<file path="src/inc/timer_pwm_consts.svh">
`ifndef TIMER_PWM_CONSTS_SVH
`define TIMER_PWM_CONSTS_SVH

// apb register offsets
`define REG_CTRL 8'h00
`define REG_PERIOD 8'h04
`define REG_DUTY 8'h08
`define REG_CARRIER 8'h0C
`define REG_STATUS 8'h10
`define REG_COMPANION 8'h14

// control register fields
`define CTRL_RUN 0
`define CTRL_MODE 1
`define CTRL_CLK_LO 2
`define CTRL_CLK_HI 4
`define CTRL_LEVEL 5
`define CTRL_REMOTE 6
`define CTRL_COMP_RUN 7

// carrier register fields
`define CARRIER_BUF 0
`define CARRIER_ACT 1

// reset values
`define CTRL_RESET 8'h00
`define COMPARE_RESET 8'h00
`define COMPANION_RESET 8'hFF

// timing counts, in count clocks
`define DUTY_XFER_TICKS 2'h3
`define BUF_WRITE_GAP 2'h2
`define COMP_PRESCALE_MAX 3'h7

`endif

</file>
<file path="src/inc/timer_pwm_pkg.sv">
package timer_pwm_pkg;

   typedef enum logic {
      MODE_PWM = 1'b0,
      MODE_CARRIER = 1'b1
   } mode_e;

   typedef enum logic {
      PH_FIRST = 1'b0,
      PH_SECOND = 1'b1
   } phase_e;

endpackage

</file>
<file path="src/inc/timer_pwm_link_if.sv">
`timescale 1ns/1ns
interface timer_pwm_link_if;
   import timer_pwm_pkg::*;

   logic timer_run_bit;
   mode_e mode;
   logic [2:0] clk_sel;
   logic output_level_select;
   logic remote_output_enable;
   logic cmp0_wr;
   logic cmp1_wr;
   logic [7:0] wdata;
   logic buf_wr;
   logic buf_wdata;
   logic companion_period_irq;
   logic count_tick;
   logic [7:0] count;
   logic carrier_enable_buffer;
   logic carrier_enable_active;
   logic pin_level;

   modport device (
      input timer_run_bit,
      input mode,
      input clk_sel,
      input output_level_select,
      input remote_output_enable,
      input cmp0_wr,
      input cmp1_wr,
      input wdata,
      input buf_wr,
      input buf_wdata,
      input companion_period_irq,
      output count_tick,
      output count,
      output carrier_enable_buffer,
      output carrier_enable_active,
      output pin_level
   );

   modport host (
      output timer_run_bit,
      output mode,
      output clk_sel,
      output output_level_select,
      output remote_output_enable,
      output cmp0_wr,
      output cmp1_wr,
      output wdata,
      output buf_wr,
      output buf_wdata,
      output companion_period_irq,
      input count_tick,
      input count,
      input carrier_enable_buffer,
      input carrier_enable_active,
      input pin_level
   );

endinterface

</file>
<file path="src/design/timer_pwm_device.sv">
// Functional notes
// - mask first count clock after start, output inactive
// - duty writes accepted while counting
// - running duty write latched, moved at old match
// - transfer needs three count clocks after write
// - period match: clear, output active, interrupt
// - duty match: output inactive only
// - run cleared: no interrupt, output inactive
// - carrier mode only on carrier-capable instance
// - low width fixed while running; high width rewritable
// - remote enable and carrier enable select output
// - carrier enable as buffer and active pair
// - companion interrupt synced, copies buffer to active
// - copy at second count clock after sync
// - software spaces buffer writes two clocks apart
// - carrier: low match, interrupt, clear, go high
// - carrier: high match, interrupt, clear, go low
// - carrier reaches pin only when active enable
// - carrier period N+M+2, high M+1
// - run cleared halts the counter
// - software rewrites high width on every restart
// - count clock above six times companion clock
// - pwm period N+1, active width M+1
// - carrier compare values kept within 01h to ffh
`timescale 1ns/1ns
`include "timer_pwm_consts.svh"

module timer_pwm_device
   import timer_pwm_pkg::*;
#(
   parameter bit carrier_capable = 1'b1
)
(
   input wire logic mclk,
   input wire logic nrst,
   timer_pwm_link_if.device link,
   output logic timer_output_pin,
   output logic timer_match_irq
);

   logic [7:0] prescale;
   logic tick;
   logic running;
   logic masked;
   phase_e phase;
   logic [7:0] cnt;
   logic out_act;
   logic [7:0] period_compare;
   logic [7:0] duty_compare;
   logic [7:0] duty_latch;
   logic duty_pend;
   logic [1:0] duty_age;
   logic carrier_enable_buffer;
   logic carrier_enable_active;
   logic sync_pend;
   logic synced_period_pulse;
   logic sync_stage;
   logic carrier_gate;
   logic pin;
   logic irq;
   logic carrier_mode;
   logic counting;
   logic match_first;
   logic match_second;
   logic next_pin;

   function automatic logic tick_of(input logic [2:0] sel, input logic [7:0] pre);
      logic [7:0] mask;
      mask = (8'h01 << sel) - 8'h01;
      return (pre & mask) == mask;
   endfunction

   assign carrier_mode = carrier_capable && (link.mode == MODE_CARRIER);
   assign counting = running && link.timer_run_bit && tick && !masked;
   assign match_first = counting && (phase == PH_FIRST) && (cnt == period_compare);
   assign match_second = counting && (phase == PH_SECOND) && (cnt == duty_compare);

   // count clock from a free prescaler; registered so it is a clean one-cycle enable
   always_ff @(posedge mclk or negedge nrst)
   begin
      if (!nrst)
      begin
         prescale <= 8'h00;
         tick <= 1'b0;
      end
      else
      begin
         prescale <= prescale + 8'h01;
         tick <= tick_of(link.clk_sel, prescale);
      end
   end

   // counter and compare sequencing
   always_ff @(posedge mclk or negedge nrst)
   begin
      if (!nrst)
      begin
         running <= 1'b0;
         masked <= 1'b0;
         phase <= PH_FIRST;
         cnt <= 8'h00;
         out_act <= 1'b0;
      end
      else if (!link.timer_run_bit)
      begin
         running <= 1'b0;
         phase <= PH_FIRST;
         cnt <= 8'h00;
         out_act <= 1'b0;
      end
      else if (!running)
      begin
         running <= 1'b1;
         masked <= 1'b1;
      end
      else if (tick && masked)
      begin
         masked <= 1'b0;
      end
      else if (match_first)
      begin
         cnt <= 8'h00;
         phase <= PH_SECOND;
         out_act <= 1'b1;
      end
      else if (match_second)
      begin
         phase <= PH_FIRST;
         out_act <= 1'b0;
         cnt <= carrier_mode ? 8'h00 : cnt + 8'h01;
      end
      else if (counting)
      begin
         cnt <= cnt + 8'h01;
      end
   end

   // period match pulses the interrupt in both modes, high-width match only in carrier
   always_ff @(posedge mclk or negedge nrst)
   begin
      if (!nrst)
         irq <= 1'b0;
      else
         irq <= match_first || (carrier_mode && match_second);
   end

   // low width / period value only takes writes while stopped
   always_ff @(posedge mclk or negedge nrst)
   begin
      if (!nrst)
         period_compare <= `COMPARE_RESET;
      else if (link.cmp0_wr && !running)
         period_compare <= link.wdata;
   end

   // duty / high width: direct while stopped, latched while counting
   always_ff @(posedge mclk or negedge nrst)
   begin
      if (!nrst)
      begin
         duty_compare <= `COMPARE_RESET;
         duty_latch <= `COMPARE_RESET;
         duty_pend <= 1'b0;
         duty_age <= 2'h0;
      end
      else if (link.cmp1_wr && !running)
      begin
         duty_compare <= link.wdata;
         duty_pend <= 1'b0;
      end
      else if (link.cmp1_wr)
      begin
         duty_latch <= link.wdata;
         duty_pend <= 1'b1;
         duty_age <= 2'h0;
      end
      else
      begin
         if (tick && duty_pend && duty_age != `DUTY_XFER_TICKS)
            duty_age <= duty_age + 2'h1;
         // a match too soon after the write leaves the value pending for the next one
         if (match_second && duty_pend && duty_age == `DUTY_XFER_TICKS)
         begin
            duty_compare <= duty_latch;
            duty_pend <= 1'b0;
         end
      end
   end

   // carrier enable master/slave pair
   always_ff @(posedge mclk or negedge nrst)
   begin
      if (!nrst)
         carrier_enable_buffer <= 1'b0;
      else if (link.buf_wr)
         carrier_enable_buffer <= link.buf_wdata;
   end

   // companion event is caught sticky, so it is not lost between count clocks
   always_ff @(posedge mclk or negedge nrst)
   begin
      if (!nrst)
      begin
         sync_pend <= 1'b0;
         synced_period_pulse <= 1'b0;
         sync_stage <= 1'b0;
         carrier_enable_active <= 1'b0;
      end
      else
      begin
         // an event on a count clock is taken at once; holding it too would pulse twice
         if (link.companion_period_irq && !tick)
            sync_pend <= 1'b1;
         else if (tick)
            sync_pend <= 1'b0;
         if (tick)
         begin
            synced_period_pulse <= sync_pend || link.companion_period_irq;
            sync_stage <= synced_period_pulse;
            if (sync_stage)
               carrier_enable_active <= carrier_enable_buffer;
         end
      end
   end

   // gate follows the enable only while the carrier is low, keeping high widths whole
   always_ff @(posedge mclk or negedge nrst)
   begin
      if (!nrst)
         carrier_gate <= 1'b0;
      else if (!out_act)
         carrier_gate <= carrier_enable_active;
   end

   always_comb
   begin
      if (carrier_mode)
         next_pin = link.remote_output_enable ? (carrier_gate && out_act)
                                              : carrier_enable_active;
      else
         next_pin = out_act ^ link.output_level_select;
   end

   always_ff @(posedge mclk or negedge nrst)
   begin
      if (!nrst)
         pin <= 1'b0;
      else
         pin <= next_pin;
   end

   assign timer_output_pin = pin;
   assign timer_match_irq = irq;
   assign link.count_tick = tick;
   assign link.count = cnt;
   assign link.carrier_enable_buffer = carrier_enable_buffer;
   assign link.carrier_enable_active = carrier_enable_active;
   assign link.pin_level = pin;

endmodule

</file>
<file path="src/flat_wrapper.sv">
// flat-port wrapper written by rule: the top's interface ports become plain ports
module timer_pwm_device_flat import timer_pwm_pkg::*;
#(
   parameter bit carrier_capable = 1'b1
)
  (mclk, nrst, timer_output_pin, timer_match_irq, link_timer_run_bit, link_mode, link_clk_sel, link_output_level_select, link_remote_output_enable, link_cmp0_wr, link_cmp1_wr, link_wdata, link_buf_wr, link_buf_wdata, link_companion_period_irq, link_count_tick, link_count, link_carrier_enable_buffer, link_carrier_enable_active, link_pin_level);
  timer_pwm_link_if link_i ();
  input wire logic mclk;
  input wire logic nrst;
  output logic timer_output_pin;
  output logic timer_match_irq;
  input wire logic [$bits(link_i.timer_run_bit)-1:0] link_timer_run_bit;
  input wire logic [$bits(link_i.mode)-1:0] link_mode;
  input wire logic [$bits(link_i.clk_sel)-1:0] link_clk_sel;
  input wire logic [$bits(link_i.output_level_select)-1:0] link_output_level_select;
  input wire logic [$bits(link_i.remote_output_enable)-1:0] link_remote_output_enable;
  input wire logic [$bits(link_i.cmp0_wr)-1:0] link_cmp0_wr;
  input wire logic [$bits(link_i.cmp1_wr)-1:0] link_cmp1_wr;
  input wire logic [$bits(link_i.wdata)-1:0] link_wdata;
  input wire logic [$bits(link_i.buf_wr)-1:0] link_buf_wr;
  input wire logic [$bits(link_i.buf_wdata)-1:0] link_buf_wdata;
  input wire logic [$bits(link_i.companion_period_irq)-1:0] link_companion_period_irq;
  output wire logic [$bits(link_i.count_tick)-1:0] link_count_tick;
  output wire logic [$bits(link_i.count)-1:0] link_count;
  output wire logic [$bits(link_i.carrier_enable_buffer)-1:0] link_carrier_enable_buffer;
  output wire logic [$bits(link_i.carrier_enable_active)-1:0] link_carrier_enable_active;
  output wire logic [$bits(link_i.pin_level)-1:0] link_pin_level;
  assign link_i.timer_run_bit = link_timer_run_bit;
  assign link_i.mode = link_mode;
  assign link_i.clk_sel = link_clk_sel;
  assign link_i.output_level_select = link_output_level_select;
  assign link_i.remote_output_enable = link_remote_output_enable;
  assign link_i.cmp0_wr = link_cmp0_wr;
  assign link_i.cmp1_wr = link_cmp1_wr;
  assign link_i.wdata = link_wdata;
  assign link_i.buf_wr = link_buf_wr;
  assign link_i.buf_wdata = link_buf_wdata;
  assign link_i.companion_period_irq = link_companion_period_irq;
  assign link_count_tick = link_i.count_tick;
  assign link_count = link_i.count;
  assign link_carrier_enable_buffer = link_i.carrier_enable_buffer;
  assign link_carrier_enable_active = link_i.carrier_enable_active;
  assign link_pin_level = link_i.pin_level;
  timer_pwm_device #(.carrier_capable(carrier_capable)) u_core (.mclk(mclk), .nrst(nrst), .link(link_i), .timer_output_pin(timer_output_pin), .timer_match_irq(timer_match_irq));
endmodule
</file>
<file path="config.mk">
export PLATFORM = sky130hd
export DESIGN_NAME = timer_pwm_device_flat
export DESIGN_NICKNAME = d
export VERILOG_FILES = /design/src/inc/timer_pwm_pkg.sv /design/src/inc/timer_pwm_link_if.sv /design/src/design/timer_pwm_device.sv /design/src/flat_wrapper.sv
export VERILOG_INCLUDE_DIRS = /design/src /design/src/inc
export SDC_FILE = /design/constraint.sdc
export NUM_CORES = 1
export LEC_CHECK = 0
export BUFFER_PORTS_ARGS = -buffer_cell sky130_fd_sc_hd__buf_2
export CORE_ASPECT_RATIO = 0.5
export CORE_MARGIN = 2
export CORE_UTILIZATION = 40
export DETAILED_ROUTE_END_ITERATION = 8
export PLACE_DENSITY = 0.61
export SYNTH_ARGS = -nofsm -noshare
export SYNTH_HDL_FRONTEND = slang
export SYNTH_SLANG_ARGS = --single-unit
</file>
<file path="constraint.sdc">
create_clock -name mclk -period 2.23 [get_ports mclk]
set_clock_uncertainty 0.05 [all_clocks]
set_input_delay 0 -clock mclk [delete_from_list [all_inputs] [get_ports mclk]]
set_output_delay 0 -clock mclk [all_outputs]
set_load 0.02 [all_outputs]
</file>
==> metrics.md, run 1 <==
| Metric | Value |
|---|---|
| Arrival time reported for the critical path endpoint | 2200 ps |
| Required @ worst endpoint | 2360 ps |
| CP Capture Type | flop |
| Crit-path slowest cell | sky130_fd_sc_hd__dfrtp_1 |
| Final Max Tran Viols | 0 |
| CP startpoint kind | flop |
| Number of different library cells in the post-synthesis netlist | 40 |
| Nets | 313 |
| Total die area | 0.00731 mm2 |
| Placeable Area | 0.00623 mm2 |
| Number of vias per cell | 5.15 |
| Pin count of the biggest net entering global routing | 55 |
| IR Drop Worst-Case VDD | 297 uV |
| Ports | 36 |
| Detailed-routing iteration count for the pre-antenna-repair pass | 5 |
| Detailed-routed wire length on met3 | 187 um |
| Total clock buffers created by CTS | 5 |
| Cell chain of the critical path | xor2_1, nor4_4, nand4_2, or2_1, o221a_1 |
| Length of routed met2 wiring | 2400 um |
| Switch share | 23.8% |
| Clock network latency to the later pin of the worst-skew pair | 290 ps |
| Clk buf depth | 2 |
| Share of total power in combinational logic | 12.6% |
| Number of synthesized register bits | 54 |
| Worst Setup Slack, final | 154 ps |
| Detailed-routing wirelength on met1 | 2830 um |
| Sequential element share of the synthesized area | 51.1% |
| IO Port Bufs | 35 |
| HPWL Detailed | 3940 um |
| Async set-reset flop share out of synthesis | 100% |
| Overall overflow remaining after global route | 0 |
| Syn Inst Count | 236 |
| RSZ-0062 raised after global routing | false |
| Placement Rows | 20 |
| Minimum clock period after layout | 2080 ps |
| Worst stage delay on the critical path | 470 ps |
| Clock sink total | 54 |
| Height of the die | 61.5 um |
| Syn. warnings | 0 |
| Worst setup slack for register-to-register paths | 150 ps |
| Total wirelength of the detailed-routed design | 5490 um |
| Overall track demand over capacity in global routing | 16.7% |
| Number of antenna violations at the first check in global routing | 0 |
| Slew at the pin with the worst max-slew slack | 657 ps |
| Max H-tree Level | 2 |
| Number of non-filler instances in the completed layout | 376 |
| Antenna diode instance count | 0 |
| Most used flip-flop cell after synthesis | sky130_fd_sc_hd__dfrtp_1 |
| Net switching power of the design | 550 uW |
| Relative contribution of sequential cells to total power | 49.3% |
| Total power density per cell area | 717 mW/mm2 |
| First-pass GRT wire length | 9380 um |
| Max-cap violation count | 0 |
| Worst setup path category | flop to flop |
| Fraction of final layout cells with drive strength greater than 1 | 25.0% |
| Highest fanout seen on the critical path | 8 |
| Pint | 1.76 mW |
| Via count of the routed design | 1,936 |
| Detailed-route wire length per cell | 14.6 um |
| Top achievable clock speed | 482 MHz |
| Leak | 1.41 nW |
| Worst-path clk slew | 70 ps |
| Setup-failing EPs final | 0 |
| Worst hold slack across all endpoints | 71.2 ps |
| Width of the die | 119 um |
| Mean Syn Cell Area | 11.2 um2 |
| Total DRC errors in the routed layout | 0 |
| Outcome | finished clean |
| Fillers | 552 |
| Antenna violation net count after detailed routing | 0 |
| Routability-driven placement congestion ratio | 0.866 |
| Root buffer selected by CTS | sky130_fd_sc_hd__clkbuf_16 |
| Clock tree from TritonCTS | built |
| EDFF count, synth | 0 |
| Number of placed cells counting well taps | 352 |
| Post-Synthesis Cell Area | 0.00264 mm2 |
| Clock network fraction of design power | 38.1% |
| Top layer reached by signal wires | met4 |
| Post-synthesis to final-layout area growth | 22.0% |
| Effective utilization at floorplan | 42.4% |
| Kind of path behind the tightest hold check | primary input to flop |
| Number of global-route vias before repair | 1,925 |
| End-of-flow core utilization | 51.7% |
| Accumulated negative setup slack | 0 ps |
| Synthesized net count | 262 |
| Hold Vio Cnt, Final | 0 |
| First-iteration detailed-routing DRC count | 118 |
| Tightest slew margin relative to the limit | 56.2% |
| Final period utilization | 93.1% |
| Dpl ws | 171 ps |
## power groups by stage
| stage | registers [mW] | logic, mW | clock network, mW |
|---|---|---|---|
| global route | 1.15 | 0.326 | 0.951 |
| floorplan | 1.15 | 0.171 | 0 |
| finish | 1.14 | 0.292 | 0.880 |
| global placement | 1.16 | 0.261 | 0 |
| CTS | 1.14 | 0.296 | 0.898 |
| detailed placement | 1.16 | 0.270 | 0 |
## cells in the mapped netlist, drive strengths merged, types with 3 or more instances
master | instances | area (um2)
nor2b | 3 | 18.8
o221a | 8 | 90.1
xor2 | 7 | 61.3
nand2b | 11 | 68.8
o22ai | 4 | 25.0
a21oi | 5 | 25.0
nand3 | 10 | 50.1
inv | 9 | 33.8
dfrtp | 54 | 1350
nor2 | 11 | 41.3
clkbuf | 6 | 22.5
xnor2 | 16 | 140
o21ai | 10 | 50.1
nand4 | 7 | 50.1
a41oi | 4 | 35.0
mux2 | 20 | 225
buf | 6 | 47.5
ha | 4 | 50.1
nand2 | 21 | 78.8
## placed cells by master, fill, tap and decap left out, types with 10 or more instances in the layout
cell type                       Yosys  layout
sky130_fd_sc_hd__buf_2              2      35
sky130_fd_sc_hd__dlygate4sd3_1      0      16
sky130_fd_sc_hd__mux2_2            20      20
sky130_fd_sc_hd__o21ai_0           10      10
sky130_fd_sc_hd__nand2b_1          11      11
sky130_fd_sc_hd__xnor2_1           16      16
sky130_fd_sc_hd__nand2_1           21      21
sky130_fd_sc_hd__dfrtp_1           54      54
sky130_fd_sc_hd__nor2_1            11      11
sky130_fd_sc_hd__nand3_1           10      10
## path summary, 6_finish.rpt
| path | start | endpoint | depth (start not counted) |
|---|---|---|---|
| hold reg to reg | u_core.sync_pend | u_core.sync_pend | 2 |
| max in group asynchronous | nrst | u_core.link.count[3] | 3 |
| setup reg to reg | u_core.link.count[6] | u_core.duty_compare[4] | 5 |
| setup / recovery | u_core.link.count[6] | u_core.duty_compare[4] | 5 |
| min in group asynchronous | nrst | u_core.period_compare[4] | 3 |
| hold / removal | link_cmp1_wr | u_core.duty_pend | 3 |
## critical path: cells and delay by family (launching register included)
kind	cells	cell delay [ps]
simple gates	3	940
xor+xnor	1	220
flops	1	470
compound gates	1	280
## per-layer routing
metal  global-route usage (%)  vias to the layer above
li1                         -                      938
met1                     22.6                      956
met2                     27.1                       32
met3                     3.61                       10
met4                     6.12                        0
met5                        0                        -
## sequential cells by signal, summed over array words and instances (netlist names), 2 cells and up
register / count
u_core.link.count: 8
u_core.prescale: 7
u_core.duty_compare: 8
u_core.duty_latch: 8
u_core.duty_age: 2
u_core.period_compare: 8
## kinds of logic (layout without fill, tap and decap cells)
family / after synthesis / count (layout) / share of synthesized area [%]
adders and majority gates: 4 / 4 / 1.89
and+or+nand+nor: 76 / 76 / 15.9
xor gates and xnor gates: 23 / 23 / 7.62
buffers and inverters: 21 / 73 / 3.93
muxes: 22 / 22 / 9.28
AOI/OAI and AO/OA: 36 / 36 / 10.2
DFF: 54 / 54 / 51.1
## per-stage QoR
stage / cell area [um2] / total power, mW
after floorplan: 2640 / 1.32
after CTS: 3220 / 2.33
after detailed placement: 2900 / 1.43
after global placement: 2900 / 1.42
after global routing: 3220 / 2.43
final: 3220 / 2.31
## repair_timing
item | 4_1_cts | 5_1_grt
hold endpoints to repair | 76 | 0
buffers inserted | 0 | 0
hold buffers | 16 | 0
resized for setup | 0 | 0
## final cells by class
| class | instances | area (um2) | share of cell area [%] |
|---|---|---|---|
| clock buffers | 5 | 125 | 3.88 |
| well taps | 88 | 110 | 3.41 |
| multi-input cells | 161 | 1190 | 36.8 |
| inverters | 9 | 33.8 | 1.05 |
| clock inverters | 3 | 43.8 | 1.36 |
| flip-flops and latches | 54 | 1350 | 41.9 |
| repair buffers | 56 | 373 | 11.6 |
(Power assumes the default switching activity.)
==> run 2: changes to the inputs <==
Settings changed: REMOVE_ABC_BUFFERS set to 1, SLEW_MARGIN set to 20.
==> run 2 against run 1 <==
  * Core utilization up 0.44 points
  * Final area up 0.85%
  * Non-clock buffer count up 3
  * Routed wire length up 1.0%
  * First-iteration DRC count up 40%
  * Critical path depth unchanged
  * Global-route usage down 0.35 points
  * Register-to-register slack worse by 40 ps
  * Highest routed layer unchanged
==> metrics.md, run 2 (synthesis results as in run 1) <==
| Metric | Value |
|---|---|
| Detailed-routing iteration count for the pre-antenna-repair pass | 5 |
| Fillers | 535 |
| Post-synthesis to final-layout area growth | 23.1% |
| Reg-to-reg critical path endpoint | u_core.duty_compare[6] |
| Antenna diode instance count | 0 |
| Worst hold slack across all endpoints | 88.1 ps |
| Clock tree from TritonCTS | built |
| First-iteration detailed-routing DRC count | 165 |
| Antenna violation net count after detailed routing | 0 |
| Accumulated negative setup slack | 0 ps |
| Arrival time reported for the critical path endpoint | 2240 ps |
| Worst stage delay on the critical path | 470 ps |
| Number of global-route vias before repair | 1,886 |
| Height of the die | 61.5 um |
| Via count of the routed design | 1,943 |
| Final period utilization | 95.1% |
| Pwr Total | 2.32 mW |
| Total DRC errors in the routed layout | 0 |
| Hold-critical path endpoint | u_core.link.count_tick |
| Total wirelength of the detailed-routed design | 5540 um |
| Number of cells on the worst reg-to-reg path | 5 |
| Kind of path behind the tightest hold check | primary input to flop |
| First-pass GRT wire length | 9250 um |
| Number of non-filler instances in the completed layout | 379 |
| Pint | 1.76 mW |
| Number of antenna violations at the first check in global routing | 0 |
| Total clock buffers created by CTS | 5 |
| Detailed-route wire length per cell | 14.6 um |
| Overall overflow remaining after global route | 0 |
| Effective utilization at floorplan | 42.4% |
| RR Startpoint | u_core.link.count[6] |
| Share of total power in combinational logic | 12.6% |
| Post-layout instance area | 0.00325 mm2 |
| Required @ worst endpoint | 2350 ps |
| HPWL Detailed | 3970 um |
| Area taken by flip-flops and latches | 0.00135 mm2 |
| Most common cell after layout, fill and taps aside | sky130_fd_sc_hd__dfrtp_1 |
| Worst Setup Slack, final | 110 ps |
| Highest fanout seen on the critical path | 8 |
| Max H-tree Level | 2 |
| Nets | 316 |
| Number of placed cells counting well taps | 355 |
| Worst setup slack for register-to-register paths | 110 ps |
| Ports | 36 |
| Worst setup path category | flop to flop |
| Setup-failing EPs final | 0 |
| IR Drop Worst-Case VDD | 332 uV |
| Dpl ws | 157 ps |
| Leak | 1.42 nW |
| Total die area | 0.00731 mm2 |
| Count of buffers added by post-CTS timing repair for setup | 0 |
| IO Port Bufs | 35 |
| Start point of the worst hold path | link_clk_sel[0] |
| Tightest slew margin relative to the limit | 58.5% |
| Clk buf depth | 2 |
| Fraction of final layout cells with drive strength greater than 1 | 26.1% |
| CP Capture Type | flop |
| Hold Vio Cnt, Final | 0 |
| Cell chain of the critical path | xor2_1, nor4_4, nand4_2, or2_1, o221a_1 |
| Clock sink total | 54 |
| Multi-input logic area | 0.00119 mm2 |
| Cell depth of the worst min-delay path | 3 |
| Routability-driven placement congestion ratio | 0.895 |
| Number of vias per cell | 5.13 |
| End-of-flow core utilization | 52.2% |
| Outcome | finished clean |
| Max-cap violation count | 0 |
| RSZ-0062 raised after global routing | false |
| Worst path buffer plus inverter count | 0 |
| Most used cells in the layout excluding fill and tap cells | 54 x sky130_fd_sc_hd__dfrtp_1, 35 x sky130_fd_sc_hd__buf_2, 21 x sky130_fd_sc_hd__nand2_1 |
| Net switching power of the design | 554 uW |
| Overall track demand over capacity in global routing | 16.3% |
| Minimum clock period after layout | 2120 ps |
| Crit-path slowest cell | sky130_fd_sc_hd__dfrtp_1 |
| Placeable Area | 0.00623 mm2 |
| Root buffer selected by CTS | sky130_fd_sc_hd__clkbuf_16 |
| Clock network fraction of design power | 38.3% |
| Worst-path clk slew | 70 ps |
| Switch share | 23.9% |
| Pin count of the biggest net entering global routing | 30 |
| Kind of cell adding the most delay to the critical path | simple AND/OR/NAND/NOR gates |
| Final Max Tran Viols | 0 |
| Placed standard-cell area | 0.00292 mm2 |
| Top achievable clock speed | 472 MHz |
| CP startpoint kind | flop |
| Slew at the pin with the worst max-slew slack | 623 ps |
| Relative contribution of sequential cells to total power | 49.2% |
| Width of the die | 119 um |
| Total power density per cell area | 713 mW/mm2 |
| Placement Rows | 20 |
| Clock network latency to the later pin of the worst-skew pair | 290 ps |
[run 2: power groups by stage]
stage | Combinational, mW | Sequential [mW] | Clock (mW)
after detailed placement | 0.270 | 1.16 | 0
after floorplan | 0.159 | 1.15 | 0
final | 0.292 | 1.14 | 0.887
after global routing | 0.326 | 1.15 | 0.946
after global placement | 0.262 | 1.16 | 0
after CTS | 0.296 | 1.14 | 0.903
[run 2: worst max-delay path by stage]
stage,cells past startpoint,to,start
after CTS,5,u_core.duty_compare[6],u_core.link.count[6]
after global placement,5,u_core.duty_compare[5],u_core.link.count[6]
final,5,u_core.duty_compare[6],u_core.link.count[6]
after global routing,5,u_core.duty_compare[3],u_core.link.count[6]
after floorplan,5,u_core.duty_compare[2],u_core.link.count[6]
after detailed placement,5,u_core.duty_compare[6],u_core.link.count[6]
[run 2: layer usage]
metal  track usage [%]  wire length, um  share of wire [%]  vias up
li1                  -                -                  -      944
met4              4.25               69                1.2        0
met1              22.3             2670                 48      942
met2              26.4             2540                 46       47
met5                 0                0                  0        -
met3              4.44              264                4.8       10
[run 2: layout make-up]
| class | instances | share of cell area [%] |
|---|---|---|
| timing repair buffer | 59 | 12.2 |
| inverter | 9 | 1.04 |
| multi-input combinational | 161 | 36.7 |
| clock inverter | 3 | 1.35 |
| tap | 88 | 3.39 |
| sequential | 54 | 41.6 |
| clock buffer | 5 | 3.85 |
[run 2: tightest hold or removal path, cell delays in order]
cell,delay [ps]
sky130_fd_sc_hd__buf_2,130
sky130_fd_sc_hd__or3_1,130
sky130_fd_sc_hd__a2111oi_0,120
[run 2: timing repair]
| item | CTS | global route |
|---|---|---|
| hold buffers | 16 | 0 |
| gates resized for setup | 0 | 1 |
| endpoints found under the hold margin | 49 | 0 |
| setup endpoints to repair | 0 | 2 |
